<file path="config.mk">
export PLATFORM = sky130hd
export DESIGN_NAME = fcs_scheduler
export DESIGN_NICKNAME = d
export VERILOG_FILES = /design/src/design/fcs_bit_timer.v /design/src/design/fcs_scheduler.v
export VERILOG_INCLUDE_DIRS = /design/src /design/src/design
export SDC_FILE = /design/constraint.sdc
export NUM_CORES = 1
export LEC_CHECK = 0
export BUFFER_PORTS_ARGS = -buffer_cell sky130_fd_sc_hd__buf_4
export CORE_ASPECT_RATIO = 1.25
export CORE_MARGIN = 3
export CORE_UTILIZATION = 59
export CTS_CLUSTER_DIAMETER = 30
export DETAILED_ROUTE_END_ITERATION = 7
export GPL_TIMING_DRIVEN = 0
export PLACE_DENSITY = 0.84
export RECOVER_POWER = 25
export SLEW_MARGIN = 40
export SYNTH_ARGS = -nofsm -noshare
export SYNTH_HDL_FRONTEND = slang
export SYNTH_SLANG_ARGS = --single-unit
</file>
<file path="constraint.sdc">
create_clock -name core_clk_i -period 5.7 [get_ports core_clk_i]
set_input_delay 0.57 -clock core_clk_i [delete_from_list [all_inputs] [get_ports core_clk_i]]
set_output_delay 0.57 -clock core_clk_i [all_outputs]
set_load 0.02 [all_outputs]
</file>
<file path="src/design/fcs_map.vh">
// Constants for the fieldbus master cycle scheduler
`ifndef FCS_MAP_VH
`define FCS_MAP_VH

// Core clock rate
`define FCS_CLK_MHZ 8'h14
// Bus timing in bit times
`define FCS_T_SLOT_BITS 8'h64
`define FCS_T_SYN_BITS 8'h21
`define FCS_T_IDLE_BITS 8'h25
// Shortest bus cycle, microseconds
`define FCS_MIN_CYCLE_US 16'h03E8
// Host refresh duration terms, microseconds
`define FCS_RF_BASE_US 16'h03E8
`define FCS_RF_AREA_US 16'h0190
`define FCS_RF_WORD_US 16'h0012
// Frame formats
`define FCS_FMT_FIXED0 2'h0
`define FCS_FMT_FIXED8 2'h1
`define FCS_FMT_VAR 2'h2
`define FCS_FIXED_LEN 8'h08
// Message kinds
`define FCS_KIND_DATA 2'h0
`define FCS_KIND_LOW 2'h1
`define FCS_KIND_POLL 2'h2

`endif

</file>
<file path="src/design/fcs_bit_timer.v">
// Bit-time tick generator and bit-time interval timer
`timescale 1ns/1ps
module fcs_bit_timer #(
	parameter DIV_W = 16,
	parameter CNT_W = 8
) (
	input wire core_clk_i,
	input wire sys_rst_i,
	input wire [DIV_W-1:0] bit_div_i,
	input wire load_i,
	input wire [CNT_W-1:0] bits_i,
	output reg bit_tick_o,
	output reg done_o
);
	reg [DIV_W-1:0] div_reg;
	reg [CNT_W-1:0] cnt_reg;
	reg run_reg;
	wire [DIV_W-1:0] div_last;

	// A divisor of zero would stall the tick, so treat it as one
	assign div_last = (bit_div_i == {DIV_W{1'b0}}) ? {DIV_W{1'b0}} :
		bit_div_i - {{(DIV_W-1){1'b0}}, 1'b1};

	always @(posedge core_clk_i) begin
		if (sys_rst_i) begin
			div_reg <= {DIV_W{1'b0}};
			bit_tick_o <= 1'b0;
		end else if (div_reg >= div_last) begin
			div_reg <= {DIV_W{1'b0}};
			bit_tick_o <= 1'b1;
		end else begin
			div_reg <= div_reg + {{(DIV_W-1){1'b0}}, 1'b1};
			bit_tick_o <= 1'b0;
		end
	end

	always @(posedge core_clk_i) begin
		if (sys_rst_i) begin
			cnt_reg <= {CNT_W{1'b0}};
			run_reg <= 1'b0;
			done_o <= 1'b0;
		end else if (load_i) begin
			cnt_reg <= bits_i;
			run_reg <= 1'b1;
			done_o <= 1'b0;
		end else if (run_reg && bit_tick_o) begin
			if (cnt_reg <= {{(CNT_W-1){1'b0}}, 1'b1}) begin
				run_reg <= 1'b0;
				done_o <= 1'b1;
			end else begin
				done_o <= 1'b0;
			end
			cnt_reg <= cnt_reg - {{(CNT_W-1){1'b0}}, 1'b1};
		end else begin
			done_o <= 1'b0;
		end
	end
endmodule

</file>
<file path="src/design/fcs_scheduler.v">
// Fieldbus master bus-cycle scheduler and host refresh policy
`timescale 1ns/1ps
`include "fcs_map.vh"
module fcs_scheduler #(
	parameter [23:0] MIN_CYC = {8'h00, `FCS_MIN_CYCLE_US * `FCS_CLK_MHZ},
	parameter [23:0] RF_BASE_CYC = {8'h00, `FCS_RF_BASE_US * `FCS_CLK_MHZ},
	parameter [23:0] RF_AREA_CYC = {8'h00, `FCS_RF_AREA_US * `FCS_CLK_MHZ},
	parameter [23:0] RF_WORD_CYC = {8'h00, `FCS_RF_WORD_US * `FCS_CLK_MHZ}
) (
	input wire core_clk_i,
	input wire sys_rst_i,
	input wire [15:0] bit_div_i,
	input wire [6:0] own_addr_i,
	input wire [6:0] highest_station_address_i,
	input wire next_master_valid_i,
	input wire [6:0] next_master_addr_i,
	input wire [7:0] slot_bits_i,
	input wire [15:0] target_rot_bits_i,
	input wire sync_mode_i,
	input wire init_done_i,
	input wire download_i,
	input wire comm_inhibit_i,
	input wire [6:0] num_slaves_i,
	input wire [7:0] msg_len_i,
	input wire low_pending_i,
	input wire tx_done_i,
	input wire rx_reply_i,
	input wire rx_is_master_i,
	input wire refresh_start_i,
	input wire [2:0] map_areas_i,
	input wire [8:0] map_words_i,
	output reg tx_start_o,
	output reg [1:0] tx_kind_o,
	output reg [1:0] tx_fmt_o,
	output reg [6:0] tx_index_o,
	output reg [6:0] tx_addr_o,
	output reg cycle_busy_o,
	output reg cycle_done_o,
	output reg [127:0] active_station_list_o,
	output reg refresh_busy_o,
	output reg host_control_status_words_xfer_o,
	output reg input_xfer_o,
	output reg output_xfer_o,
	output reg status_xfer_o
);
	localparam [5:0] ST_IDLE = 6'h01;
	localparam [5:0] ST_GAP = 6'h02;
	localparam [5:0] ST_SEND = 6'h04;
	localparam [5:0] ST_WAIT = 6'h08;
	localparam [5:0] ST_NEXT = 6'h10;
	localparam [5:0] ST_HOLD = 6'h20;
	localparam [7:0] GAP_BITS = (`FCS_T_IDLE_BITS > `FCS_T_SYN_BITS) ?
		`FCS_T_IDLE_BITS : `FCS_T_SYN_BITS;

	reg [5:0] state_reg;
	reg [6:0] msg_reg;
	reg [6:0] poll_reg;
	reg [127:0] mst_reg;
	reg low_sent_reg;
	reg low_ok_reg;
	reg [23:0] cyc_clk_reg;
	reg [15:0] cyc_bits_reg;
	reg [6:0] guard_reg;
	reg new_in_reg;
	reg trig_reg;
	reg withhold_reg;
	reg [23:0] rf_reg;
	reg tmr_load;
	reg [7:0] tmr_bits;
	wire bit_tick;
	wire tmr_done;
	wire sel_data;
	wire sel_low;
	wire cyc_start;
	wire cyc_end;
	wire rf_end;
	wire [6:0] next_addr;
	wire [6:0] step_addr;
	wire [2:0] na_eff;
	wire [23:0] rf_len;

	fcs_bit_timer #(.DIV_W(16), .CNT_W(8)) u_timer (
		.core_clk_i(core_clk_i),
		.sys_rst_i(sys_rst_i),
		.bit_div_i(bit_div_i),
		.load_i(tmr_load),
		.bits_i(tmr_bits),
		.bit_tick_o(bit_tick),
		.done_o(tmr_done)
	);

	assign sel_data = msg_reg < num_slaves_i;
	assign sel_low = !sel_data && low_pending_i && low_ok_reg &&
		!low_sent_reg;
	assign cyc_start = (state_reg == ST_IDLE) && init_done_i &&
		!comm_inhibit_i && (!sync_mode_i || trig_reg);
	assign cyc_end = (state_reg == ST_HOLD) && (cyc_clk_reg >= MIN_CYC);
	assign rf_end = refresh_busy_o && (rf_reg <= 24'h000001);

	// Range ends at the next master, or wraps past the highest address
	assign step_addr = poll_reg + 7'h01;
	assign next_addr =
		(next_master_valid_i && step_addr >= next_master_addr_i &&
			poll_reg < next_master_addr_i) ? own_addr_i + 7'h01 :
		(!next_master_valid_i && poll_reg >= highest_station_address_i) ?
			7'h00 :
		(step_addr == own_addr_i) ? own_addr_i + 7'h01 : step_addr;

	always @* begin
		tmr_load = 1'b0;
		tmr_bits = GAP_BITS;
		case (state_reg)
			ST_IDLE: begin
				tmr_load = cyc_start;
			end
			ST_SEND: begin
				tmr_load = tx_done_i;
				tmr_bits = (slot_bits_i == 8'h00) ? `FCS_T_SLOT_BITS :
					slot_bits_i;
			end
			ST_WAIT: begin
				tmr_load = (rx_reply_i || tmr_done) && tx_kind_o !=
					`FCS_KIND_POLL;
			end
			default: begin
				tmr_load = 1'b0;
			end
		endcase
	end

	always @(posedge core_clk_i) begin
		if (sys_rst_i) begin
			state_reg <= ST_IDLE;
			msg_reg <= 7'h00;
			poll_reg <= 7'h00;
			mst_reg <= {128{1'b0}};
			active_station_list_o <= {128{1'b0}};
			low_sent_reg <= 1'b0;
			low_ok_reg <= 1'b1;
			cyc_clk_reg <= 24'h000000;
			cyc_bits_reg <= 16'h0000;
			guard_reg <= 7'h00;
			tx_start_o <= 1'b0;
			tx_kind_o <= `FCS_KIND_DATA;
			tx_fmt_o <= `FCS_FMT_FIXED0;
			tx_index_o <= 7'h00;
			tx_addr_o <= 7'h00;
			cycle_busy_o <= 1'b0;
			cycle_done_o <= 1'b0;
		end else begin
			tx_start_o <= 1'b0;
			cycle_done_o <= 1'b0;
			if (cycle_busy_o) begin
				if (cyc_clk_reg != 24'hFFFFFF)
					cyc_clk_reg <= cyc_clk_reg + 24'h000001;
				if (bit_tick && cyc_bits_reg != 16'hFFFF)
					cyc_bits_reg <= cyc_bits_reg + 16'h0001;
			end
			case (state_reg)
				ST_IDLE: begin
					if (cyc_start) begin
						msg_reg <= 7'h00;
						low_sent_reg <= 1'b0;
						cyc_clk_reg <= 24'h000000;
						cyc_bits_reg <= 16'h0000;
						cycle_busy_o <= 1'b1;
						state_reg <= ST_GAP;
					end
				end
				ST_GAP: begin
					if (tmr_done) begin
						tx_start_o <= 1'b1;
						state_reg <= ST_SEND;
						if (sel_data || sel_low) begin
							tx_kind_o <= sel_data ? `FCS_KIND_DATA :
								`FCS_KIND_LOW;
							tx_index_o <= msg_reg;
							tx_fmt_o <= (msg_len_i == 8'h00) ?
								`FCS_FMT_FIXED0 :
								(msg_len_i == `FCS_FIXED_LEN) ?
								`FCS_FMT_FIXED8 : `FCS_FMT_VAR;
							low_sent_reg <= low_sent_reg | sel_low;
						end else begin
							tx_kind_o <= `FCS_KIND_POLL;
							tx_addr_o <= poll_reg;
							tx_fmt_o <= `FCS_FMT_FIXED0;
						end
					end
				end
				ST_SEND: begin
					if (tx_done_i)
						state_reg <= ST_WAIT;
				end
				ST_WAIT: begin
					// One reply or the slot timeout closes the message
					if (rx_reply_i || tmr_done) begin
						if (tx_kind_o == `FCS_KIND_POLL) begin
							active_station_list_o[poll_reg] <= rx_reply_i;
							mst_reg[poll_reg] <= rx_reply_i && rx_is_master_i;
							guard_reg <= 7'h00;
							state_reg <= ST_NEXT;
						end else begin
							if (tx_kind_o == `FCS_KIND_DATA)
								msg_reg <= msg_reg + 7'h01;
							state_reg <= ST_GAP;
						end
					end
				end
				ST_NEXT: begin
					poll_reg <= next_addr;
					guard_reg <= guard_reg + 7'h01;
					// Guard stops the search if every station is a master
					if (!(active_station_list_o[next_addr] &&
						mst_reg[next_addr]) || guard_reg == 7'h7F)
						state_reg <= ST_HOLD;
				end
				ST_HOLD: begin
					if (cyc_end) begin
						low_ok_reg <= cyc_bits_reg < target_rot_bits_i;
						cycle_busy_o <= 1'b0;
						cycle_done_o <= 1'b1;
						state_reg <= ST_IDLE;
					end
				end
				default: begin
					state_reg <= ST_IDLE;
				end
			endcase
		end
	end

	assign na_eff = (map_areas_i == 3'h0) ? 3'h1 : map_areas_i;
	assign rf_len = RF_BASE_CYC + {21'h000000, na_eff} * RF_AREA_CYC +
		{15'h0000, map_words_i} * RF_WORD_CYC;

	always @(posedge core_clk_i) begin
		if (sys_rst_i) begin
			rf_reg <= 24'h000000;
			refresh_busy_o <= 1'b0;
			host_control_status_words_xfer_o <= 1'b0;
			input_xfer_o <= 1'b0;
			output_xfer_o <= 1'b0;
			status_xfer_o <= 1'b0;
			new_in_reg <= 1'b0;
			trig_reg <= 1'b0;
			withhold_reg <= 1'b0;
		end else begin
			host_control_status_words_xfer_o <= 1'b0;
			input_xfer_o <= 1'b0;
			output_xfer_o <= 1'b0;
			status_xfer_o <= 1'b0;
			if (refresh_start_i && !refresh_busy_o) begin
				refresh_busy_o <= 1'b1;
				rf_reg <= rf_len;
				host_control_status_words_xfer_o <= 1'b1;
				input_xfer_o <= new_in_reg && !comm_inhibit_i;
				output_xfer_o <= init_done_i && !download_i &&
					!(sync_mode_i && cycle_busy_o);
				status_xfer_o <= init_done_i;
				if (sync_mode_i && cycle_busy_o)
					withhold_reg <= 1'b1;
			end else if (rf_end) begin
				refresh_busy_o <= 1'b0;
				rf_reg <= 24'h000000;
				withhold_reg <= 1'b0;
			end else if (refresh_busy_o) begin
				rf_reg <= rf_reg - 24'h000001;
			end
			// A finishing cycle beats a same-cycle take
			new_in_reg <= cycle_done_o || (new_in_reg &&
				!(refresh_start_i && !refresh_busy_o && !comm_inhibit_i));
			if (rf_end && sync_mode_i && !withhold_reg)
				trig_reg <= 1'b1;
			else if (cyc_start || !sync_mode_i)
				trig_reg <= 1'b0;
		end
	end
endmodule

</file>
**Word level (Yosys, flattened, before mapping)**

Cells that the tools add are included.

- Register bits: 405
- Output and inout bits: 154
- Bits of input ports: 100

- Muxes and demuxes: 71
- Equality and inequality tests: 24
- $lt $le $gt $ge: 12
- Bitwise gates (word level): 6
- Add/sub/neg operators: 12
- Multipliers: 2
- Reduce and logical (&&, ||, !) cells: 74

Operators by type and width:

| cell | number |
|---|---|
| bitwise mux 128 bit | 2 |
| two-way mux 24 bit | 7 |
| two-way mux 16 bit | 5 |
| two-way mux 7 bit | 9 |
| two-way mux 6 bit | 6 |
| case mux 6 bit (6 select lines) | 1 |
| adder 16 x 1 -> 16 bit, second input constant | 2 |
| two-way mux 8 bit | 4 |
| adder 7 x 1 -> 7 bit, second input constant | 4 |
| case mux 7 bit (2 select lines) | 2 |
| logical AND 1 bit | 26 |
| adder 24 x 1 -> 24 bit, second input constant | 1 |
| >= comparator 24 x 15 -> 1 bit, second input constant | 1 |
| <= comparator 24 x 1 -> 1 bit, second input constant | 1 |
| inequality test 24 bit, second input constant | 1 |
| subtractor 24 x 1 -> 24 bit, second input constant | 1 |
| two-way mux 1 bit | 23 |
| inequality test 2 bit, second input constant | 10 |
| adder 17 x 18 -> 19 bit | 1 |
| adder 15 x 16 -> 17 bit, first input constant | 1 |
| >= comparator 16 bit | 1 |
| zero test 16 bit | 1 |
| zero test 8 bit | 2 |
| < comparator 16 bit | 1 |
| 43 further kinds | 88 |

**Longest topological paths before layout**

Gate-level depths: netlist (run 1).

- Depth after elaboration: 12
- Mapped depth: 23
- Mapped depth without buffers: 23

**By module**

Synthesis (run 1) repeated with hierarchy kept, for this count alone.

- Cell total of the unflattened synthesis: 2925
- Area total of the unflattened synthesis: 22200.0 µm²

By module, submodules not included:

| module | times used | area an instance (µm²) | sequential area each (µm²) | cells each |
|---|---|---|---|---|
| fcs_scheduler | 1 | 20309.5 | 7567.3 | 2688 |
| fcs_bit_timer | 1 | 1890.6 | 540.5 | 237 |

**Least setup slack after synthesis (run 1)**

Ideal clock, no wire load.

- Kind: input -> register
- Start point: input port map_words_i[2]
- End point: register rf_reg[16]
- Stages: 21
- Path slack: 0.971 ns
- Buffers on the path: 0
- Arrival: 4.602 ns
- Library setup time: 0.128 ns
- Cells stage by stage: ha_1 -> ha_1 -> inv_1 -> fa_1 -> inv_1 -> ha_1 -> fa_1 -> ha_1 -> ha_1 -> a21o_1 -> a21oi_1 -> o21bai_1 -> a21oi_1 -> o21bai_1 -> a21oi_1 -> o21bai_1 -> a21oi_1 -> xor2_1 -> o32ai_1 -> a22oi_1 -> nor2_1

- Cells in the longest elaborated chain, start to end: 3

Ends and longest elaborated chain:

| element | RTL line | RTL |
|---|---|---|
| start: declaration | fcs_scheduler.v:31 | `input wire [8:0] map_words_i,` |
| multiplier 9 x 6 -> 15 bit | fcs_scheduler.v:234 | `{15'h0000, map_words_i} * RF_WORD_CYC;` |
| adder 17 x 18 -> 19 bit | fcs_scheduler.v:233 | `assign rf_len = RF_BASE_CYC + {21'h000000, na_eff} * RF_AREA_CYC +` |
| two-way mux 24 bit | fcs_scheduler.v:252 | `if (refresh_start_i && !refresh_busy_o) begin` |
| end signal: assignment | fcs_scheduler.v:254 | `rf_reg <= rf_len;` |
| end signal: assignment | fcs_scheduler.v:267 | `rf_reg <= rf_reg - 24'h000001;` |
| end: declaration | fcs_scheduler.v:67 | `reg [23:0] rf_reg;` |

Every way passes these cells.
A chain may end at the register's enable or synchronous reset.

**Worst setup path in the final report (run 1)**

- Start point: register poll_reg[2]
- End point: register state_reg[4]

- Cells in the longest elaborated chain, start to end: 12

Ends and longest elaborated chain:

| element | RTL line | RTL |
|---|---|---|
| start: declaration | fcs_scheduler.v:57 | `reg [6:0] poll_reg;` |
| start signal: assignment | fcs_scheduler.v:210 | `poll_reg <= next_addr;` |
| adder 7 x 1 -> 7 bit | fcs_scheduler.v:101 | `assign step_addr = poll_reg + 7'h01;` |
| >= comparator 7 bit / == test 7 bit (equally long branches) | fcs_scheduler.v:103, fcs_scheduler.v:107 |  |
| logical AND 1 bit / two-way mux 7 bit (equally long branches) | fcs_scheduler.v:103, fcs_scheduler.v:107 |  |
| logical AND 1 bit / two-way mux 7 bit (equally long branches) | fcs_scheduler.v:103, fcs_scheduler.v:105 |  |
| two-way mux 7 bit (*) | fcs_scheduler.v:104 | `poll_reg < next_master_addr_i) ? own_addr_i + 7'h01 :` |
| binary-select mux 1 bit (select 7 bit) (on tied branches) | fcs_scheduler.v:213, fcs_scheduler.v:214 |  |
| two-way mux 1 bit (on tied branches) | fcs_scheduler.v:213, fcs_scheduler.v:214 |  |
| logical AND 1 bit (*) | fcs_scheduler.v:213 | `if (!(active_station_list_o[next_addr] &&` |
| zero test 1 bit (*) | fcs_scheduler.v:213 |  |
| logical OR 1 bit (*) | fcs_scheduler.v:214 | `mst_reg[next_addr]) \|\| guard_reg == 7'h7F)` |
| inequality test 2 bit (no source line) (*) | - |  |
| AND reduction 6 bit (no source line) (*) | - |  |
| end signal: assignment | fcs_scheduler.v:215 | `state_reg <= ST_HOLD;` |
| end signal: assignment | fcs_scheduler.v:222 | `state_reg <= ST_IDLE;` |
| end signal: assignment | fcs_scheduler.v:226 | `state_reg <= ST_IDLE;` |
| end: declaration | fcs_scheduler.v:55 | `reg [5:0] state_reg;` |

Every way passes the cells marked *; elsewhere a longest branch is shown, timed or not. The select of a mux whose other input is x is not followed.

==> reports/metrics.yaml, run 1 <==
grt:
  grt_pass1_vias: 23900
  grt_overflow: 0
  antenna_found_initial: 3
  grt_pass1_wl_um: 134000
  grt.total_usage: 0.427
  grt_max_degree: 13
die:
  fp-row-count: 79
  initial_core_util: 0.599
  io_pins: 254
  die_area_um2: 40200
  chipHeight_um: 223
  fp.coreArea_um2: 37300
  die_w_um: 180
layout:
  fill_cells: 2961
  drive_gt1_frac: 0.104
  nets: 3521
  layout_common_cells: "476 x nand2_1, 405 x dfxtp_1, 347 x a21oi_1"
  layout_commonest_cell: "nand2_1"
  area_growth_pct: 22.7
routing:
  wirelength_um: 90900
  drc: 0
  viasPerCell: 6.45
  first_iter_violations: 3039
  ant_nets: 0
  vias: 24800
  first_pass_iters: 8
  post_drt_wl_per_cell_um: 23.7
logic_synthesis:
  synth_edf_count: 0
  synthesis.area_um2: 22300
  synth-seq-area-share: 0.363
  synthArstFlopShare: 0
  synthCells: 2945
  syn-num-nets: 3184
  synth_ff_type: "dfxtp_1"
  ys_types: 82
  synth_warnings: 0
  syn-mean-instance-area_um2: 7.58
  ys_ff_latch: 405
sta:
  min_period_over_period: 1.00
  fmax_ghz: 0.176
  skew_ns: 0.0223
  hold_violations: 0
  worstMarginPinSlew_ns: 0.992
  period_needed_ns: 5.70
  finalSetupViolations: 0
  hold_slack_ns: 0.131
  drv_slew: 0
  relSlewSlack: 0.338
  tns_ns: 0
worst_setup_path:
  arrival_ns: 6.16
  max_stage_delay_ns: 0.77
  cp_max_fo: 10
  critical-path-top-delay-family: "simple AND/OR/NAND/NOR gates"
  cp_num_buf_inv: 4
  required_ns: 6.16
  crit_chain: "nand3_1, xor2_2, inv_1, ha_1, or3_1, o22ai_1, o21ai_0, o211ai_1, buf_4, nand3_2, and2_1, buf_2, buf_2, nor2_1, a311oi_1, a311oi_1, a2111oi_2, nand4_1, a211oi_2"
  critPathKind: "register to register"
  setup.worst_path.end_class: "register"
  start_kind: "register"
  cp_slowest_cell: "a311oi_1"
cts:
  clockRootBuffer: "clkbuf_16"
  cts_hold_buf: 0
  clock_sinks: 405
  cts.htree.levels: 3
  numCtsBuffers: 79
  cts_tree: "yes"
  clk_pin_slew_ns: 0.06
  insertion_delay_ns: 0.62
  cts.path.max_buffers: 3
power:
  p_leak_uw: 0.0104
  pwr_density_cell_nw_per_um2: 361
  peakVddDrop_uv: 354
min_path:
  hp-class: "primary input to register"
place:
  gp_congestion: 1.07
  hpwl_um: 65000
  port_buffers: 250
job:
  cap_violations: 0
run_status:
  status: "complete, no violations"
synth_stat cells (10+ instances only):
cell type | instances | area share
nand2_1 | 478 | 0.080
dfxtp_1 | 405 | 0.36
a21oi_1 | 347 | 0.078
nor2_1 | 260 | 0.044
nand3_1 | 213 | 0.048
o21ai_0 | 180 | 0.040
clkbuf_1 | 170 | 0.029
ha_1 | 124 | 0.070
inv_1 | 122 | 0.021
nor3_1 | 76 | 0.017
xor2_1 | 62 | 0.024
xnor2_1 | 49 | 0.019
a21o_1 | 28 | 0.0094
mux2i_1 | 26 | 0.012
a31oi_1 | 25 | 0.0070
nand4_1 | 24 | 0.0067
nor4_1 | 23 | 0.0064
a311oi_1 | 22 | 0.0086
nand2b_1 | 20 | 0.0056
and3_1 | 19 | 0.0053
a211oi_1 | 18 | 0.0061
nor2b_1 | 16 | 0.0045
fa_1 | 15 | 0.013
buf_2 | 13 | 0.0029
o21bai_1 | 13 | 0.0044
or3_1 | 11 | 0.0031
and2_1 | 10 | 0.0028
o211ai_1 | 10 | 0.0034
power by group:
| group | switching [µW] | total, µW | internal [µW] |
|---|---|---|---|
| Combinational | 1100 | 1880 | 782 |
| Clock | 1750 | 4990 | 3240 |
| Sequential | 93.6 | 3010 | 2920 |
final timing paths:
path / startpoint / end / slack [ns] / cells past startpoint
max: poll_reg[2] / state_reg[4] / 0.003 / 19
min: comm_inhibit_i / input_xfer_o / 0.13 / 2
max reg2reg: poll_reg[2] / state_reg[4] / 0.003 / 19
min reg2reg: mst_reg[31] / mst_reg[31] / 0.45 / 2
timing repair:
| action | CTS | global route |
|---|---|---|
| pin swaps | 0 | 3 |
| endpoints found under the hold margin | 0 | 0 |
| resized for setup | 14 | 3 |
| buffers inserted | 0 | 4 |
| endpoints found under the setup margin | 2 | 2 |
layer usage:
metal	track usage	part of all wire	wire length (µm)
met5	0	0.00014	13
met4	0.349	0.097	8820
met3	0.109	0.11	9960
met2	0.695	0.45	40900
met1	0.471	0.34	31300
kinds of logic after synthesis:
group	synth area share
AO/OA/AOI/OAI	0.192
XOR/XNOR	0.0485
adder cells (fa/ha/maj)	0.0830
buffers and inverters	0.0559
flip-flops	0.363
multiplexers	0.0157
AND/OR/NAND/NOR	0.242
layout make-up:
type | count | area, µm² | area share
Tap cell | 486 | 608 | 0.0222
Timing Repair Buffer | 256 | 1440 | 0.0526
Clock inverter | 57 | 795 | 0.0290
Sequential cell | 405 | 8110 | 0.296
Inverter | 123 | 462 | 0.0169
Clock buffer | 89 | 2080 | 0.0761
Antenna cell | 2 | 5.00 | 0.000183
Multi-Input combinational cell | 2220 | 13100 | 0.477
Buffer | 197 | 820 | 0.0299
metrics by stage:
step | power [µW] | area (µm²) | utilization | setup WS, ns | cells
floorplan | 4420 | 22300 | - | 0.971 | 2945
global placement | 4810 | 24800 | 0.666 | -0.964 | 3681
detailed placement | 4880 | 24900 | 0.667 | -0.869 | 3682
CTS | 9840 | 27800 | 0.746 | 0.0440 | 3828
global route | 10200 | 27400 | 0.735 | -0.0197 | 3833
finish | 9880 | 27400 | 0.735 | 0.00265 | 3835
Power figures use the tool's default switching activity.
==> inputs of run 2 (changes only) <==
--- a/config.mk
+++ b/config.mk
@@ -18,4 +18,5 @@
 export SLEW_MARGIN = 40
 export SYNTH_ARGS = -nofsm -noshare
 export SYNTH_HDL_FRONTEND = slang
+export SYNTH_HIERARCHICAL = 1
 export SYNTH_SLANG_ARGS = --single-unit
==> constraint.sdc (replaced) <==
create_clock -name core_clk_i -period 5.7 [get_ports core_clk_i]
set_input_delay 1.14 -clock core_clk_i [delete_from_list [all_inputs] [get_ports core_clk_i]]
set_output_delay 1.14 -clock core_clk_i [all_outputs]
set_load 0.02 [all_outputs]
==> run 2 against run 1 <==
Via count fell by 2.5%. Fmax rose by 3.8%. Sequential power barely moved. Sequential cell count did not move. Non-clock buffer count fell by 17. Clock skew fell by 0.0055 ns. Clock-buffer cell count rose by 7. Critical endpoint is now state_reg[0]. Largest power group unchanged. Power rose by 0.84%. Highest routed layer is now met4. Wire length fell by 4.8%.
==> reports/metrics.yaml, run 2 <==
min_path:
  hp-class: "register to register"  # was primary input to register
  holdPathStages: 2  # unchanged
  hold-path-endpoint: "new_in_reg"  # was input_xfer_o
  hp-start: "cycle_done_o"  # was comm_inhibit_i
sta:
  relSlewSlack: 0.365  # was 0.338
  worstMarginPinSlew_ns: 0.952  # was 0.992 ns
  finalSetupViolations: 0  # unchanged
  skew_ns: 0.0168  # was 0.0223 ns
  fmax_ghz: 0.182  # was 0.176 GHz
  drv_slew: 0  # unchanged
  hold_violations: 0  # unchanged
  min_period_over_period: 0.963  # was 1.00
  period_needed_ns: 5.49  # was 5.70 ns
  rsz0062_at_grt: "no"
  tns_ns: 0  # unchanged
grt:
  grt_pass1_wl_um: 131000  # was 134000 µm
  grt_max_degree: 13  # unchanged
  grt.total_usage: 0.410  # was 0.427
  antenna_found_initial: 0  # was 3
  grt_overflow: 0  # unchanged
  grt_pass1_vias: 24100  # was 23900
die:
  die_area_um2: 40000  # was 40200 µm²
  fp-row-count: 78  # was 79
  die_w_um: 180  # about the same
  chipHeight_um: 223  # about the same
  initial_core_util: 0.605  # was 0.599
  io_pins: 254  # unchanged
  fp.coreArea_um2: 36700  # was 37300 µm²
worst_setup_path:
  setup.worst_path.end_class: "register"  # unchanged
  crit_chain: "buf_4, and3_1, and3_2, xnor2_1, inv_1, ha_1, o211ai_1, o31a_1, or4b_2, o211ai_1, nor2_2, nand2_1, o2bb2ai_1, or4_1, o311a_1, a31oi_4, a311o_1"  # was nand3_1, xor2_2, inv_1, ha_1, or3_1, o22ai_1, o21ai_0, o211ai_1, buf_4, nand3_2, and2_1, buf_2, buf_2, nor2_1, a311oi_1, a311oi_1, a2111oi_2, nand4_1, a211oi_2
  rr_worst_depth: 17  # was 19
  start_kind: "register"  # unchanged
  arrival_ns: 6.05  # was 6.16 ns
  cp_max_fo: 9  # was 10
  r2r_start: "poll_reg[0]"  # was poll_reg[2]
  ff2ff_setup_slack_ns: 0.21  # was 0.003 ns
  max_stage_delay_ns: 0.70  # was 0.77 ns
  required_ns: 6.26  # was 6.16 ns
  cp_num_buf_inv: 2  # was 4
  critical-path-top-delay-family: "simple AND/OR/NAND/NOR gates"  # unchanged
  timing.rr.end: "state_reg[0]"  # was state_reg[4]
  critPathKind: "register to register"  # unchanged
  crit_top_cell: "o211ai_1"
  cp_slowest_cell: "or4b_2"  # was a311oi_1
routing:
  ant_nets: 0  # unchanged
  vias: 24100  # was 24800
  wirelength_um: 86500  # was 90900 µm
  first_pass_iters: 6  # was 8
  viasPerCell: 6.34  # was 6.45
  first_iter_violations: 2358  # was 3039
  drc: 0  # unchanged
  post_drt_wl_per_cell_um: 22.7  # was 23.7 µm
cts:
  clock_sinks: 405  # unchanged
  clockRootBuffer: "clkbuf_16"  # unchanged
  clk_pin_slew_ns: 0.05  # was 0.06 ns
  numCtsBuffers: 80  # was 79
  insertion_delay_ns: 0.62  # about the same
  cts.path.max_buffers: 3  # unchanged
  cts.htree.levels: 3  # unchanged
  cts_tree: "yes"  # unchanged
  cts_hold_buf: 0  # unchanged
logic_synthesis:
  yosys.cell_count.top_type: "nand2_1"  # unchanged
  synthCells: 2925  # was 2945
  synth_top_area_frac: 0.365  # was 0.363
  syn-mean-instance-area_um2: 7.59  # was 7.58 µm²
  ys_ff_latch: 405  # unchanged
  synth-seq-area-share: 0.365  # was 0.363
  synth_warnings: 6  # was 0
  syn-num-nets: 3165  # was 3184
  synth_ff_type: "dfxtp_1"  # unchanged
  synthArstFlopShare: 0  # unchanged
  synthesis.area_um2: 22200  # was 22300 µm²
  ys_types: 95  # was 82
  yosys-top-cells-count: "468 x nand2_1, 405 x dfxtp_1, 360 x a21oi_1"  # was 478 x nand2_1, 405 x dfxtp_1, 347 x a21oi_1
  yosysTopAreaCell: "dfxtp_1"  # unchanged
  synth_area_leaders: "dfxtp_1 37%, a21oi_1 8.1%, nand2_1 7.9%, ha_1 7.0%, nand3_1 5.7%"  # was dfxtp_1 36%, nand2_1 8.0%, a21oi_1 7.8%, ha_1 7.0%, nand3_1 4.8%
  synth_edf_count: 0  # unchanged
place:
  gp_congestion: 1.04  # was 1.07
  port_buffers: 251  # was 250
  placed_cell_area_um2: 24700  # was 24900 µm²
  hpwl_um: 61700  # was 65000 µm
power:
  p_leak_uw: 0.0104  # about the same
  peakVddDrop_uv: 383  # was 354 µV
  power_uw: 9960  # was 9880 µW
  pwr_density_cell_nw_per_um2: 366  # was 361 nW/µm²
layout:
  diodes: 0  # was 2
  fin_area_um2: 27200  # was 27400 µm²
  layout_commonest_cell: "nand2_1"  # unchanged
  drive_gt1_frac: 0.100  # was 0.104
  post-route-util: 0.742  # was 0.735
  register_area_um2: 8110  # unchanged
  area_growth_pct: 22.7  # about the same
  fill_cells: 2853  # was 2961
  nets: 3499  # was 3521
  layout_common_cells: "468 x nand2_1, 405 x dfxtp_1, 358 x a21oi_1"  # was 476 x nand2_1, 405 x dfxtp_1, 347 x a21oi_1
  multi_input_area_um2: 12900  # was 13100 µm²
job:
  cap_violations: 0  # unchanged
run_status:
  status: "complete, no violations"  # unchanged
==> run 2: changes by cell type after synthesis, moves of 10 or more <==
cell	delta
a21oi_1	+13
nor3_1	-26
mux2i_1	-10
and3_1	+14
a31oi_1	-10
nand3_1	+38
nand2_1	-10
==> run 2: tightest hold or removal path, cell delays in order, from the launching register on <==
cell,delay (ns)
dfxtp_1,0.31
inv_1,0.05
a21oi_1,0.05
==> run 2: routing by layer <==
layer | vias to the layer above | wire, µm | track usage | share of wire
li1 | 10800 | - | - | -
met2 | 1542 | 41100 | 0.702 | 0.47
met3 | 385 | 8330 | 0.0778 | 0.096
met1 | 11400 | 30600 | 0.460 | 0.35
met4 | 0 | 6530 | 0.288 | 0.075
met5 | - | 0 | 0 | 0
==> run 2: worst max-delay path by stage <==
stage / cells after the start / from / end / slack (ns)
after floorplan: 21 / map_words_i[2] / rf_reg[16] / 0.46
after global placement: 19 / poll_reg[0] / state_reg[5] / -0.21
after detailed placement: 19 / poll_reg[0] / state_reg[5] / -0.21
after CTS: 19 / poll_reg[0] / state_reg[5] / 0.06
after global routing: 17 / poll_reg[0] / state_reg[4] / 0.03
final: 17 / poll_reg[0] / state_reg[0] / 0.21
==> run 2: cells by family after synthesis <==
kind of cell    count (synthesis)  share of synthesized area
buf+inv                       309                     0.0547
mux                            22                     0.0103
simple gates                 1230                      0.255
flops                         405                      0.365
fa+ha+maj                     140                     0.0840
compound gates                698                      0.180
xor+xnor                      121                     0.0506
==> run 2: per-stage QoR <==
stage / hold WS [ns] / worst slack [ns] / std cells
after global placement: 0.438 / -0.213 / 3656
after global routing: 0.471 / 0.0298 / 3805
after detailed placement: 0.443 / -0.206 / 3656
after CTS: 0.452 / 0.0607 / 3804
final: 0.453 / 0.209 / 3805
after floorplan: 0.426 / 0.458 / 2925
==> run 2: what timing repair did <==
action,CTS,global route
pin swaps,0,1
resized for setup,1,8
setup buffers,0,1
setup endpoints to repair,2,4
==> run 2: cell type report <==
type                    instances  share of cell area
multi-input cells            2211               0.475
flip-flops and latches        405               0.298
clock buffers                  96              0.0798
repair buffers                253              0.0525
clock inverters                52              0.0282
plain buffers                 183              0.0276
well taps                     480              0.0221
inverters                     125              0.0172
==> run 2: where the power goes <==
part           internal [µW]  total (µW)  switching [µW]
combinational            764        1860            1090
clock                   3400        5130            1730
sequential              2900        2980            72.8
total                   7060        9960            2900
